File: src/hdl/sfsp_pkg.sv
/*
  Package for the special function space and stack pointer block:
  register addresses, reset values, bit-access layout, access types.
  Assumes a single 8-bit internal address space shared by data memory
  and special function registers, split by addressing mode.
*/
package sfsp_pkg;

  // Address and data widths
  localparam int unsigned ADDR_W = 8;
  localparam int unsigned DATA_W = 8;

  // Data memory depth, full 256 bytes
  localparam int unsigned MEM_DEPTH = 256;

  // Boundary between lower memory and the special function space
  localparam logic [7:0] SFS_BASE = 8'h80;

  // Register addresses in the special function space
  localparam logic [7:0] ADR_STACK_TOP = 8'h81;
  localparam logic [7:0] ADR_DPTR_LO   = 8'h82;
  localparam logic [7:0] ADR_DPTR_HI   = 8'h83;
  localparam logic [7:0] ADR_STATUS    = 8'hD0;
  localparam logic [7:0] ADR_ARITH_A   = 8'hE0;
  localparam logic [7:0] ADR_ARITH_B   = 8'hF0;

  // Reset values
  localparam logic [7:0] RST_STACK_TOP = 8'h07;
  localparam logic [7:0] RST_DPTR_LO   = 8'h00;
  localparam logic [7:0] RST_DPTR_HI   = 8'h00;
  localparam logic [7:0] RST_STATUS    = 8'h00;
  localparam logic [7:0] RST_ARITH_A   = 8'h00;
  localparam logic [7:0] RST_ARITH_B   = 8'h00;

  // Bit address layout: upper five bits pick the column-aligned register
  localparam int unsigned BIT_SEL_W   = 3;
  localparam logic [2:0]  COLUMN_ZERO = 3'h0;

  // Lower memory bytes that also answer to bit addresses start here
  localparam logic [7:0] BIT_MEM_BASE = 8'h20;

  // Value read from a reserved address
  localparam logic [7:0] RD_RESERVED = 8'h00;

  // Kind of access from the core
  typedef enum logic [2:0] {
    SFSP_REQ_NONE,
    SFSP_REQ_DIRECT,
    SFSP_REQ_INDIRECT,
    SFSP_REQ_BIT,
    SFSP_REQ_PUSH,
    SFSP_REQ_POP
  } sfsp_kind_t;

  // One request from the core
  typedef struct packed {
    sfsp_kind_t  kind;
    logic        write;
    logic [7:0]  addr;
    logic [7:0]  wdata;
    logic        wbit;
  } sfsp_req_t;

  // One answer to the core
  typedef struct packed {
    logic        valid;
    logic [7:0]  rdata;
    logic        rbit;
  } sfsp_rsp_t;

endpackage : sfsp_pkg

File: src/hdl/sfsp_data_mem.sv
/*
  Internal 256-byte data memory with one synchronous write port and
  one asynchronous read port. Assumes the caller serialises accesses.
*/
`timescale 1ns/1ns
module sfsp_data_mem #(
  parameter int unsigned DEPTH = sfsp_pkg::MEM_DEPTH
) (
  // Clock
  input  wire logic       i_clock,
  // Write port
  input  wire logic       i_we,
  input  wire logic [7:0] i_waddr,
  input  wire logic [7:0] i_wdata,
  // Read port
  input  wire logic [7:0] i_raddr,
  output logic      [7:0] o_rdata
);

  logic [7:0] mem [DEPTH];

  // Write; no reset, contents are undefined at power up
  always_ff @(posedge i_clock) begin
    if (i_we) begin
      mem[i_waddr] <= i_wdata;
    end
  end

  // Read is combinational so push and pop finish in one cycle
  assign o_rdata = mem[i_raddr];

endmodule : sfsp_data_mem

File: src/hdl/sfsp_space.sv
/*
  Special function space decoder with the stack pointer and the core
  registers it holds, plus the 256-byte data memory. Assumes the core
  issues at most one request per clock, on the same clock, and keeps
  away from reserved addresses.
*/
`timescale 1ns/1ns
module sfsp_space (
  // Clock and reset
  input  wire logic                i_clock,
  input  wire logic                i_nrst,
  // Core request and answer
  input  wire sfsp_pkg::sfsp_req_t i_req,
  output sfsp_pkg::sfsp_rsp_t      o_rsp,
  // Register views for the core
  output logic [7:0]               o_stack_top_pointer,
  output logic [15:0]              o_data_pointer,
  output logic [7:0]               o_processor_status_flags,
  output logic [7:0]               o_arith_primary_reg,
  output logic [7:0]               o_arith_secondary_reg,
  // Flags a rejected access
  output logic                     o_access_error
);

  ////////////////////////////////////////////////////////////////////
  // Reset synchroniser

  logic rst_meta_n;
  logic rst_n;

  // Release through two flops so removal is clean
  always_ff @(posedge i_clock or negedge i_nrst) begin
    if (!i_nrst) begin
      rst_meta_n <= 1'b0;
      rst_n      <= 1'b0;
    end else begin
      rst_meta_n <= 1'b1;
      rst_n      <= rst_meta_n;
    end
  end

  ////////////////////////////////////////////////////////////////////
  // Decode

  logic       is_direct;
  logic       is_indirect;
  logic       is_bit;
  logic       is_push;
  logic       is_pop;
  logic       in_sfs;
  logic [7:0] bit_reg_addr;
  logic [2:0] bit_pos;
  logic       bit_in_sfs;

  assign is_direct   = i_req.kind == sfsp_pkg::SFSP_REQ_DIRECT;
  assign is_indirect = i_req.kind == sfsp_pkg::SFSP_REQ_INDIRECT;
  assign is_bit      = i_req.kind == sfsp_pkg::SFSP_REQ_BIT;
  assign is_push     = i_req.kind == sfsp_pkg::SFSP_REQ_PUSH;
  assign is_pop      = i_req.kind == sfsp_pkg::SFSP_REQ_POP;

  // Direct addresses from the base up are special registers
  assign in_sfs = i_req.addr >= sfsp_pkg::SFS_BASE;

  // Bit address: in the upper half it names a column-aligned register
  assign bit_in_sfs   = i_req.addr >= sfsp_pkg::SFS_BASE;
  assign bit_reg_addr = bit_in_sfs ?
                        {i_req.addr[7:3], sfsp_pkg::COLUMN_ZERO} :
                        (sfsp_pkg::BIT_MEM_BASE + {4'h0, i_req.addr[6:3]});
  assign bit_pos      = i_req.addr[2:0];

  ////////////////////////////////////////////////////////////////////
  // Special register file

  logic [7:0] stack_top_pointer;
  logic [7:0] data_pointer_low;
  logic [7:0] data_pointer_high;
  logic [7:0] processor_status_flags;
  logic [7:0] arith_primary_reg;
  logic [7:0] arith_secondary_reg;

  logic       sfs_we;
  logic [7:0] sfs_waddr;
  logic [7:0] sfs_wdata;
  logic [7:0] sfs_rdata;
  logic       sfs_hit;
  logic [7:0] sfs_raddr;

  // Address used for the register read: byte or aligned bit register
  assign sfs_raddr = is_bit ? bit_reg_addr : i_req.addr;

  // Register read mux; reserved addresses read as zero
  always_comb begin
    sfs_hit   = 1'b1;
    sfs_rdata = sfsp_pkg::RD_RESERVED;
    case (sfs_raddr)
      sfsp_pkg::ADR_STACK_TOP: sfs_rdata = stack_top_pointer;
      sfsp_pkg::ADR_DPTR_LO:   sfs_rdata = data_pointer_low;
      sfsp_pkg::ADR_DPTR_HI:   sfs_rdata = data_pointer_high;
      sfsp_pkg::ADR_STATUS:    sfs_rdata = processor_status_flags;
      sfsp_pkg::ADR_ARITH_A:   sfs_rdata = arith_primary_reg;
      sfsp_pkg::ADR_ARITH_B:   sfs_rdata = arith_secondary_reg;
      default:                 sfs_hit   = 1'b0;
    endcase
  end

  // Write path: a bit write merges one bit into the current byte
  always_comb begin
    sfs_we    = 1'b0;
    sfs_waddr = i_req.addr;
    sfs_wdata = i_req.wdata;
    if (is_direct && i_req.write && in_sfs) begin
      sfs_we = 1'b1;
    end else if (is_bit && i_req.write && bit_in_sfs) begin
      sfs_we    = 1'b1;
      sfs_waddr = bit_reg_addr;
      sfs_wdata = sfs_rdata;
      sfs_wdata[bit_pos] = i_req.wbit;
    end
  end

  // Plain byte registers; the pointer is kept in its own process
  always_ff @(posedge i_clock or negedge rst_n) begin
    if (!rst_n) begin
      data_pointer_low       <= sfsp_pkg::RST_DPTR_LO;
      data_pointer_high      <= sfsp_pkg::RST_DPTR_HI;
      processor_status_flags <= sfsp_pkg::RST_STATUS;
      arith_primary_reg      <= sfsp_pkg::RST_ARITH_A;
      arith_secondary_reg    <= sfsp_pkg::RST_ARITH_B;
    end else if (sfs_we) begin
      case (sfs_waddr)
        sfsp_pkg::ADR_DPTR_LO: data_pointer_low       <= sfs_wdata;
        sfsp_pkg::ADR_DPTR_HI: data_pointer_high      <= sfs_wdata;
        sfsp_pkg::ADR_STATUS:  processor_status_flags <= sfs_wdata;
        sfsp_pkg::ADR_ARITH_A: arith_primary_reg      <= sfs_wdata;
        sfsp_pkg::ADR_ARITH_B: arith_secondary_reg    <= sfs_wdata;
        default: ;
      endcase
    end
  end

  ////////////////////////////////////////////////////////////////////
  // Stack pointer

  logic [7:0] next_stack_top_pointer;

  // Push pre-increments, pop post-decrements; 8 bits wrap over 256
  always_comb begin
    next_stack_top_pointer = stack_top_pointer;
    if (is_push) begin
      next_stack_top_pointer = stack_top_pointer + 8'h01;
    end else if (is_pop) begin
      next_stack_top_pointer = stack_top_pointer - 8'h01;
    end else if (sfs_we && sfs_waddr == sfsp_pkg::ADR_STACK_TOP) begin
      next_stack_top_pointer = sfs_wdata;
    end
  end

  always_ff @(posedge i_clock or negedge rst_n) begin
    if (!rst_n) begin
      stack_top_pointer <= sfsp_pkg::RST_STACK_TOP;
    end else begin
      stack_top_pointer <= next_stack_top_pointer;
    end
  end

  ////////////////////////////////////////////////////////////////////
  // Data memory

  logic       mem_we;
  logic [7:0] mem_addr;
  logic [7:0] mem_wdata;
  logic [7:0] mem_rdata;
  logic [7:0] push_addr;

  assign push_addr = stack_top_pointer + 8'h01;

  // Memory address and write steering
  always_comb begin
    mem_we    = 1'b0;
    mem_addr  = i_req.addr;
    if (is_push) begin
      mem_we   = 1'b1;
      mem_addr = push_addr;
    end else if (is_pop) begin
      mem_addr = stack_top_pointer;
    end else if (is_indirect) begin
      mem_we = i_req.write;
    end else if (is_direct && !in_sfs) begin
      mem_we = i_req.write;
    end else if (is_bit && !bit_in_sfs) begin
      mem_addr  = bit_reg_addr;
      mem_we    = i_req.write;
    end
  end

  // Bit write merges into the byte read back; kept apart from the
  // address steering so the read port never feeds its own address
  always_comb begin
    mem_wdata = i_req.wdata;
    if (is_bit && !bit_in_sfs) begin
      mem_wdata          = mem_rdata;
      mem_wdata[bit_pos] = i_req.wbit;
    end
  end

  sfsp_data_mem #(
    .DEPTH (sfsp_pkg::MEM_DEPTH)
  ) u_mem (
    .i_clock (i_clock),
    .i_we    (mem_we),
    .i_waddr (mem_addr),
    .i_wdata (mem_wdata),
    .i_raddr (mem_addr),
    .o_rdata (mem_rdata)
  );

  ////////////////////////////////////////////////////////////////////
  // Answer

  logic [7:0] next_rdata;
  logic       next_rbit;
  logic       next_error;

  // Select read source by addressing mode
  always_comb begin
    next_rdata = mem_rdata;
    next_error = 1'b0;
    if (is_direct && in_sfs) begin
      next_rdata = sfs_rdata;
      next_error = !sfs_hit;
    end else if (is_bit && bit_in_sfs) begin
      next_rdata = sfs_rdata;
      next_error = !sfs_hit;
    end
    next_rbit = next_rdata[bit_pos];
  end

  // Answer is registered one cycle after the request
  always_ff @(posedge i_clock or negedge rst_n) begin
    if (!rst_n) begin
      o_rsp          <= '0;
      o_access_error <= 1'b0;
    end else begin
      o_rsp.valid    <= i_req.kind != sfsp_pkg::SFSP_REQ_NONE;
      o_rsp.rdata    <= next_rdata;
      o_rsp.rbit     <= next_rbit;
      o_access_error <= next_error;
    end
  end

  assign o_stack_top_pointer      = stack_top_pointer;
  assign o_data_pointer           = {data_pointer_high, data_pointer_low};
  assign o_processor_status_flags = processor_status_flags;
  assign o_arith_primary_reg      = arith_primary_reg;
  assign o_arith_secondary_reg    = arith_secondary_reg;

  ////////////////////////////////////////////////////////////////////
  // Checks

  a_reset_pointer: assert property (@(posedge i_clock)
    $rose(rst_n) |-> stack_top_pointer == sfsp_pkg::RST_STACK_TOP)
    else $error("pointer not 0x07 after reset");

  a_push_step: assert property (@(posedge i_clock) disable iff (!rst_n)
    is_push |=> stack_top_pointer == $past(stack_top_pointer) + 8'h01)
    else $error("push did not increment pointer");

  a_push_target: assert property (@(posedge i_clock) disable iff (!rst_n)
    is_push |-> mem_we && mem_addr == stack_top_pointer + 8'h01)
    else $error("push wrote wrong address");

  a_pop_step: assert property (@(posedge i_clock) disable iff (!rst_n)
    is_pop |-> !mem_we && mem_addr == stack_top_pointer
    ##1 stack_top_pointer == $past(stack_top_pointer) - 8'h01)
    else $error("pop sequence wrong");

  a_direct_upper: assert property (@(posedge i_clock) disable iff (!rst_n)
    is_direct && in_sfs |-> !mem_we)
    else $error("direct upper access reached memory");

  a_direct_lower: assert property (@(posedge i_clock) disable iff (!rst_n)
    is_direct && !in_sfs |-> !sfs_we && mem_we == i_req.write)
    else $error("direct lower access misrouted");

  a_indirect_mem: assert property (@(posedge i_clock) disable iff (!rst_n)
    is_indirect && i_req.write |-> mem_we && !sfs_we && mem_addr == i_req.addr)
    else $error("indirect access misrouted");

  a_bit_column: assert property (@(posedge i_clock) disable iff (!rst_n)
    sfs_we && is_bit |-> sfs_waddr[2:0] == 3'h0)
    else $error("bit write off column");

  a_sp_write: assert property (@(posedge i_clock) disable iff (!rst_n)
    sfs_we && is_direct && i_req.addr == sfsp_pkg::ADR_STACK_TOP |=>
    stack_top_pointer == $past(i_req.wdata))
    else $error("pointer write lost");

endmodule : sfsp_space

File: config.mk
export PLATFORM = sky130hd
export DESIGN_NAME = sfsp_space
export DESIGN_NICKNAME = d
export VERILOG_FILES = /design/src/hdl/sfsp_pkg.sv /design/src/hdl/sfsp_data_mem.sv /design/src/hdl/sfsp_space.sv
export SDC_FILE = /design/constraint.sdc
export NUM_CORES = 2
export LEC_CHECK = 0
export BUFFER_PORTS_ARGS = -buffer_cell sky130_fd_sc_hd__buf_2
export CORE_AREA = 2 2 612 553
export CTS_CLUSTER_DIAMETER = 100
export DETAILED_ROUTE_END_ITERATION = 7
export DIE_AREA = 0 0 614 555
export GPL_ROUTABILITY_DRIVEN = 0
export SLEW_MARGIN = 40
export SYNTH_ARGS = -nofsm -noshare
export SYNTH_HDL_FRONTEND = slang
export SYNTH_HIERARCHICAL = 1
export SYNTH_SLANG_ARGS = --single-unit
File: constraint.sdc
create_clock -name i_clock -period 5.5 [get_ports i_clock]
set_input_delay 1.1 -clock i_clock [delete_from_list [all_inputs] [get_ports i_clock]]
set_output_delay 1.1 -clock i_clock [all_outputs]
set_load 0.02 [all_outputs]
# After elaboration in Yosys (flattened, before gate mapping)
# Memory sizes are Yosys's and may differ from the RTL's.
# Index checks and enable logic that the tools add are counted.
[word_totals]
reg_bits = 61
ram_bits = 2048
in_bits = 23
out_inout_bits = 59
n_memories = 1
[mem_list]
columns = ["name", "depth", "word_bits", "read_ports", "rd_clocked_by_memory_dff", "write_ports", "line_no", "text"]
rows = [
  ["u_mem.mem", 256, 8, 1, 0, 1, "sfsp_data_mem.sv:20", "logic [7:0] mem [DEPTH];"],
]
[op_classes]
add_sub_neg = 3
n_lt_le_gt_ge = 3
n_eq_ne = 17
muxes = 36
reduce_logical = 20
[ops]
columns = ["op", "n"]
rows = [
  ["$mux W8", 17],
  ["$eq A8 B8 Y1 const B", 12],
  ["$pmux W8 S6", 1],
  ["$bwmux W8", 2],
  ["$mux W1", 14],
  ["$logic_and A1 B1 Y1", 10],
  ["$reduce_and A2 Y1", 5],
  ["$add A8 B1 Y8 const B", 1],
  ["$ge A8 B8 Y1 const B", 1],
  ["$sub A8 B1 Y8 const B", 1],
  ["$add A6 B4 Y7 const A", 1],
  ["$eq A3 B2 Y1 const B", 2],
  ["$eq A3 B3 Y1 const B", 2],
  ["$reduce_bool A3 Y1", 2],
  ["$reduce_or A6 Y1", 1],
  ["$lt A3 B4 Y1 const B", 1],
  ["$bmux W1 S3", 1],
  ["$demux W1 S3", 1],
  ["$eq A3 B1 Y1 const B", 1],
  ["$ge A3 B1 Y1 const B", 1],
  ["$logic_not A1 Y1", 2],
]

# Logic depth before layout (Yosys ltp)
# An unclocked memory read counts as a cell.
[depth]
depth_word = 13
depth_mapped = 21

# Hierarchy
# Netlist, hierarchy kept.
[modules_own_cells]
columns = ["mod", "instances", "cells_each", "area_per_inst_um2"]
rows = [
  ["sfsp_data_mem", 1, 3725, 79396.1],
  ["sfsp_space", 1, 465, 3986.3],
]

# Least setup slack after synthesis
# OpenSTA, ideal clock, no wires.
[synth_timing]
path_kind = "input -> register"
from = "input port i_req[19] (netlist name)"
to = "memory u_mem.mem[0][0] (data pin)"
arrival_time_ps = 11278
slack_ps = -7509
path_stages = 15
path_buffers = 6
path_cell_list = "buf_2 -> and4bb_2 -> clkbuf_1 -> clkbuf_1 -> o21ai_0 -> buf_4 -> nor2b_1 -> clkbuf_1 -> clkbuf_1 -> a22oi_1 -> a21oi_1 -> nor4_1 -> nor4_2 -> nand2_1 -> a31oi_1"
[synth_via]
elab_chain_cells = 10
[synth_lines]
columns = ["element", "line_no", "text"]
rows = [
  ["from (decl)", "sfsp_space.sv:13", "input wire sfsp_pkg::sfsp_req_t i_req,"],
  ["$eq A3 B2 Y1", "sfsp_space.sv:57", "assign is_bit = i_req.kind == sfsp_pkg::SFSP_REQ_BIT;"],
  ["$logic_and A1 B1 Y1", "sfsp_space.sv:190", "end else if (is_bit && !bit_in_sfs) begin"],
  ["$mux W8", "sfsp_space.sv:190", ""],
  ["$mux W8", "sfsp_space.sv:188", "end else if (is_direct && !in_sfs) begin"],
  ["$mux W8", "sfsp_space.sv:186", "end else if (is_indirect) begin"],
  ["$mux W8", "sfsp_space.sv:184", "end else if (is_pop) begin"],
  ["$mux W8 (*)", "sfsp_space.sv:181", "if (is_push) begin"],
  ["named net mem_addr[4]", "sfsp_space.sv:170", "logic [7:0] mem_addr;"],
  ["$mem_v2 Z256 W8 (*)", "-", ""],
  ["named net mem_rdata[0]", "sfsp_space.sv:172", "logic [7:0] mem_rdata;"],
  ["$bwmux W8 (*)", "sfsp_space.sv:202", "mem_wdata[bit_pos] = i_req.wbit;"],
  ["$mux W8 (*)", "sfsp_space.sv:200", "if (is_bit && !bit_in_sfs) begin"],
  ["named net mem_wdata[0]", "sfsp_space.sv:171", "logic [7:0] mem_wdata;"],
  ["to (decl)", "sfsp_data_mem.sv:20", ""],
]
# The timed path passes the listed nets; every way through them passes the cells marked *.

# Worst setup path after layout
[layout_timing]
from = "input port i_req[18] (netlist name)"
to = "memory u_mem.mem[138][3] (data pin)"
# Same word-level chain as after synthesis.

==> results.txt <==
Final std cells w/o fill - 9670
Post-DP HPWL - 148 mm
FF+latch count, synth - 2109
CP required - 6020 ps
Root Driver - clkbuf_16
Max Clock Skew - 49.4 ps
Area of the core - 0.335 sq mm
Crit path arrival time - 5920 ps
Peak VDD IR - 0.000267 V
Synth async-reset ratio - 2.89%
Max Clk Rate - 0.185 GHz
Crit end category - flip-flop
Final Hold Viols - 0
Nets - 5021
Via Count - 45200
Area Growth Syn to Fin - 22.8%
CP Class - input pin to flip-flop
H-tree depth reported by CTS - 4
Die height - 555 um
Top_reg_cell synth - edfxtp_1
Die area - 0.341 sq mm
Seq pwr share - 48.3%
P per Cell Area - 361 mW/mm^2
Critical path, cell by cell - buf_2 > buf_4 > and4bb_2 > mux2i_1 > o21ai_4 > buf_12 > buf_4 > buf_4 > mux4_2 > a22oi_1 > a31oi_1 > nor4_2 > nor4_4 > a21oi_1 > a21oi_4 > buf_12
Most used cell, CP - buf_4
Die Wd - 614 um
Psw - 8.87 mW
Fin crit share - 98.2%
TritonCTS clock tree - built
Max-cap violation count - 0
Post-synthesis sequential area ratio - 75.6%
Measured slew at the worst slew-check pin - 918 ps
Combinational fraction of design power - 12.3%
Clock power share - 39.3%
Total I/O pin count - 82
Synth area leaders - edfxtp_1 74%, mux4_2 12%, dfrtp_1 1.7%
Max FFs per register - 2048
Initial antenna violation count - 5
Synth Area in XOR/XNOR - 0.0840%
Clk_lat worst skew - 860 ps
Drt wl/cell - 23.1 um
Clk buf depth - 3
HP Class - flip-flop to async pin
Synthesized area - 0.0834 sq mm
Total power - 36.9 mW
Reg with most FFs - u_mem/mem
Min Tclk post-route - 5400 ps
Largest net degree at the start of global routing - 124
# port buffers - 81
Largest family of logic cells by synthesized area - multiplexers
Startpoint types - input pin
Placed Cells - 9257
Int Power - 28.0 mW
Post-synthesis mux area share - 14.5%
Synth area leader - edfxtp_1
Num CTS Buffers - 214
Post-synthesis simple-gate area fraction - 3.69%
Clock sinks - 2109
Post-layout util - 30.6%
Switch share - 24.0%
Initial Util - 24.9%
First-pass GRT wire length - 323 mm
Layout fillers - 32200
Share of the synthesized area in the top cell type - 73.8%
Setup slack at placement - -1010 ps
Syn Inst Count - 4190
Detailed Route Iter0 Violations - 5854
Crit path max fanout - 98
Reg area - 0.0630 sq mm
ANT nets after route - 0
Clk slew on worst S/H paths - 60 ps
DR DRC count - 0
Vias per cell - 4.68
Number of global-route vias before repair - 45200
Yosys Warn Count - 6
Netlist cell types - 84
Max Slew Vio Count - 0
Grt ovf - 0
Adder-cell share of the synthesized area - 0.0300%
Final worst-path setup slack - 101 ps
GRT Util Overall - 12.8%
P_leak - 32.9 nW
Row cnt - 202
Area occupied by multi-input gates - 0.0192 sq mm
Syn Area/Cell - 19.9 sq um
CP max-delay cell - nor4_2
Status - complete, no violations
Top Registers - u_mem/mem x2048, o_rsp x10
Routed WL - 223 mm
Slowest cell delay on critical path - 630 ps
Drt pass-1 iters - 6
Max-slew headroom - 38.3%
# setup viols final - 0
Post-synth EDFFs - 2048
Post-synthesis compound-gate area fraction - 4.20%
Net count after synthesis - 4215
Layout cells sized above 1 - 33.7%
layout make-up:
| cell class | count | area share, % |
|---|---|---|
| clock inverters | 142 | 1.47 |
| flip-flops and latches | 2109 | 61.6 |
| inverters | 10 | 0.0379 |
| clock buffers | 257 | 5.43 |
| multi-input cells | 1802 | 18.8 |
| repair buffers | 859 | 7.23 |
| diodes | 3 | 0.00733 |
| well taps | 4488 | 5.48 |
repair_timing:
action / 4_1_cts / 5_1_grt
hold buffers: 1 / 0
pin swaps: 2 / 2
setup buffers: 6 / 4
endpoints found under the setup margin: 792 / 1639
hold endpoints to repair: 2 / 0
resized for setup: 2 / 18
metrics by stage:
step	setup TNS, ps	hold WS [ps]	area, sq um
2_1_floorplan	-2805280	331	83800
3_3_place_gp	-1715240	340	94900
3_5_place_dp	-1527570	336	95000
4_1_cts	0	364	102000
5_1_grt	-14.5	384	102000
6_report	0	324	102000
path summary, 6_finish.rpt:
kind	from	slack [ps]	cells past startpoint	to
hold / removal	rst_n$_DFF_PN0_	320	1	o_processor_status_flags[3]$_DFFE_PN0P_
setup / recovery	i_req[18]	100	16	u_mem/mem[138][3]$_DFFE_PP_
min in group i_clock	rst_meta_n$_DFF_PN0_	360	0	rst_n$_DFF_PN0_
max in group asynchronous	rst_n$_DFF_PN0_	4730	1	o_stack_top_pointer[2]$_DFFE_PN1P_
setup reg to reg	o_stack_top_pointer[2]$_DFFE_PN1P_	160	20	u_mem/mem[1][4]$_DFFE_PP_
hold reg to reg	rst_n$_DFF_PN0_	320	1	o_processor_status_flags[3]$_DFFE_PN0P_
cell usage in the layout, fill, tap and decap left out, types with 84 or more instances in the layout:
cell	instances
edfxtp_1	2048
mux2i_1	143
buf_4	684
clkbuf_16	215
a21oi_1	119
nor2_1	303
a22oi_1	136
nand2_1	84
buf_12	88
mux4_2	454
cells in the mapped netlist (33+ instances only):
cell,instances
edfxtp_1,2048
mux4_2,454
nor2_1,323
mux2i_1,143
clkbuf_1,142
a22oi_1,137
a21oi_1,127
nand2_1,84
dfrtp_1,58
nand3_1,55
o21ai_0,46
o221ai_1,46
nor2b_1,40
buf_2,33
cells by family after synthesis:
family / count (synthesis)
simple gates: 655
flops: 2109
fa+ha+maj: 2
buf+inv: 279
other cells: 1
xor+xnor: 8
mux: 629
compound gates: 507
power groups by stage:
stage	sequential (mW)	clock, mW	combinational [mW]
3_5_place_dp	18.2	0	4.49
4_1_cts	17.8	14.8	4.52
2_1_floorplan	18.3	0	2.41
5_1_grt	17.8	15.4	4.80
6_report	17.8	14.5	4.55
3_3_place_gp	18.2	0	4.43
metal layers:
metal / track usage, % / part of all wire, %
met5: 0 / 0.0058
met2: 19.7 / 46
met4: 3.59 / 2.6
met3: 2.25 / 8.0
met1: 18.5 / 44
worst max-delay path: cells and delay by family:
family                 cells  cell delay [ps]
muxes                      2              690
AOI/OAI and AO/OA          5             1200
and+or+nand+nor            3             1120
buffers and inverters      6             1670
Power figures use the tool's default switching activity.
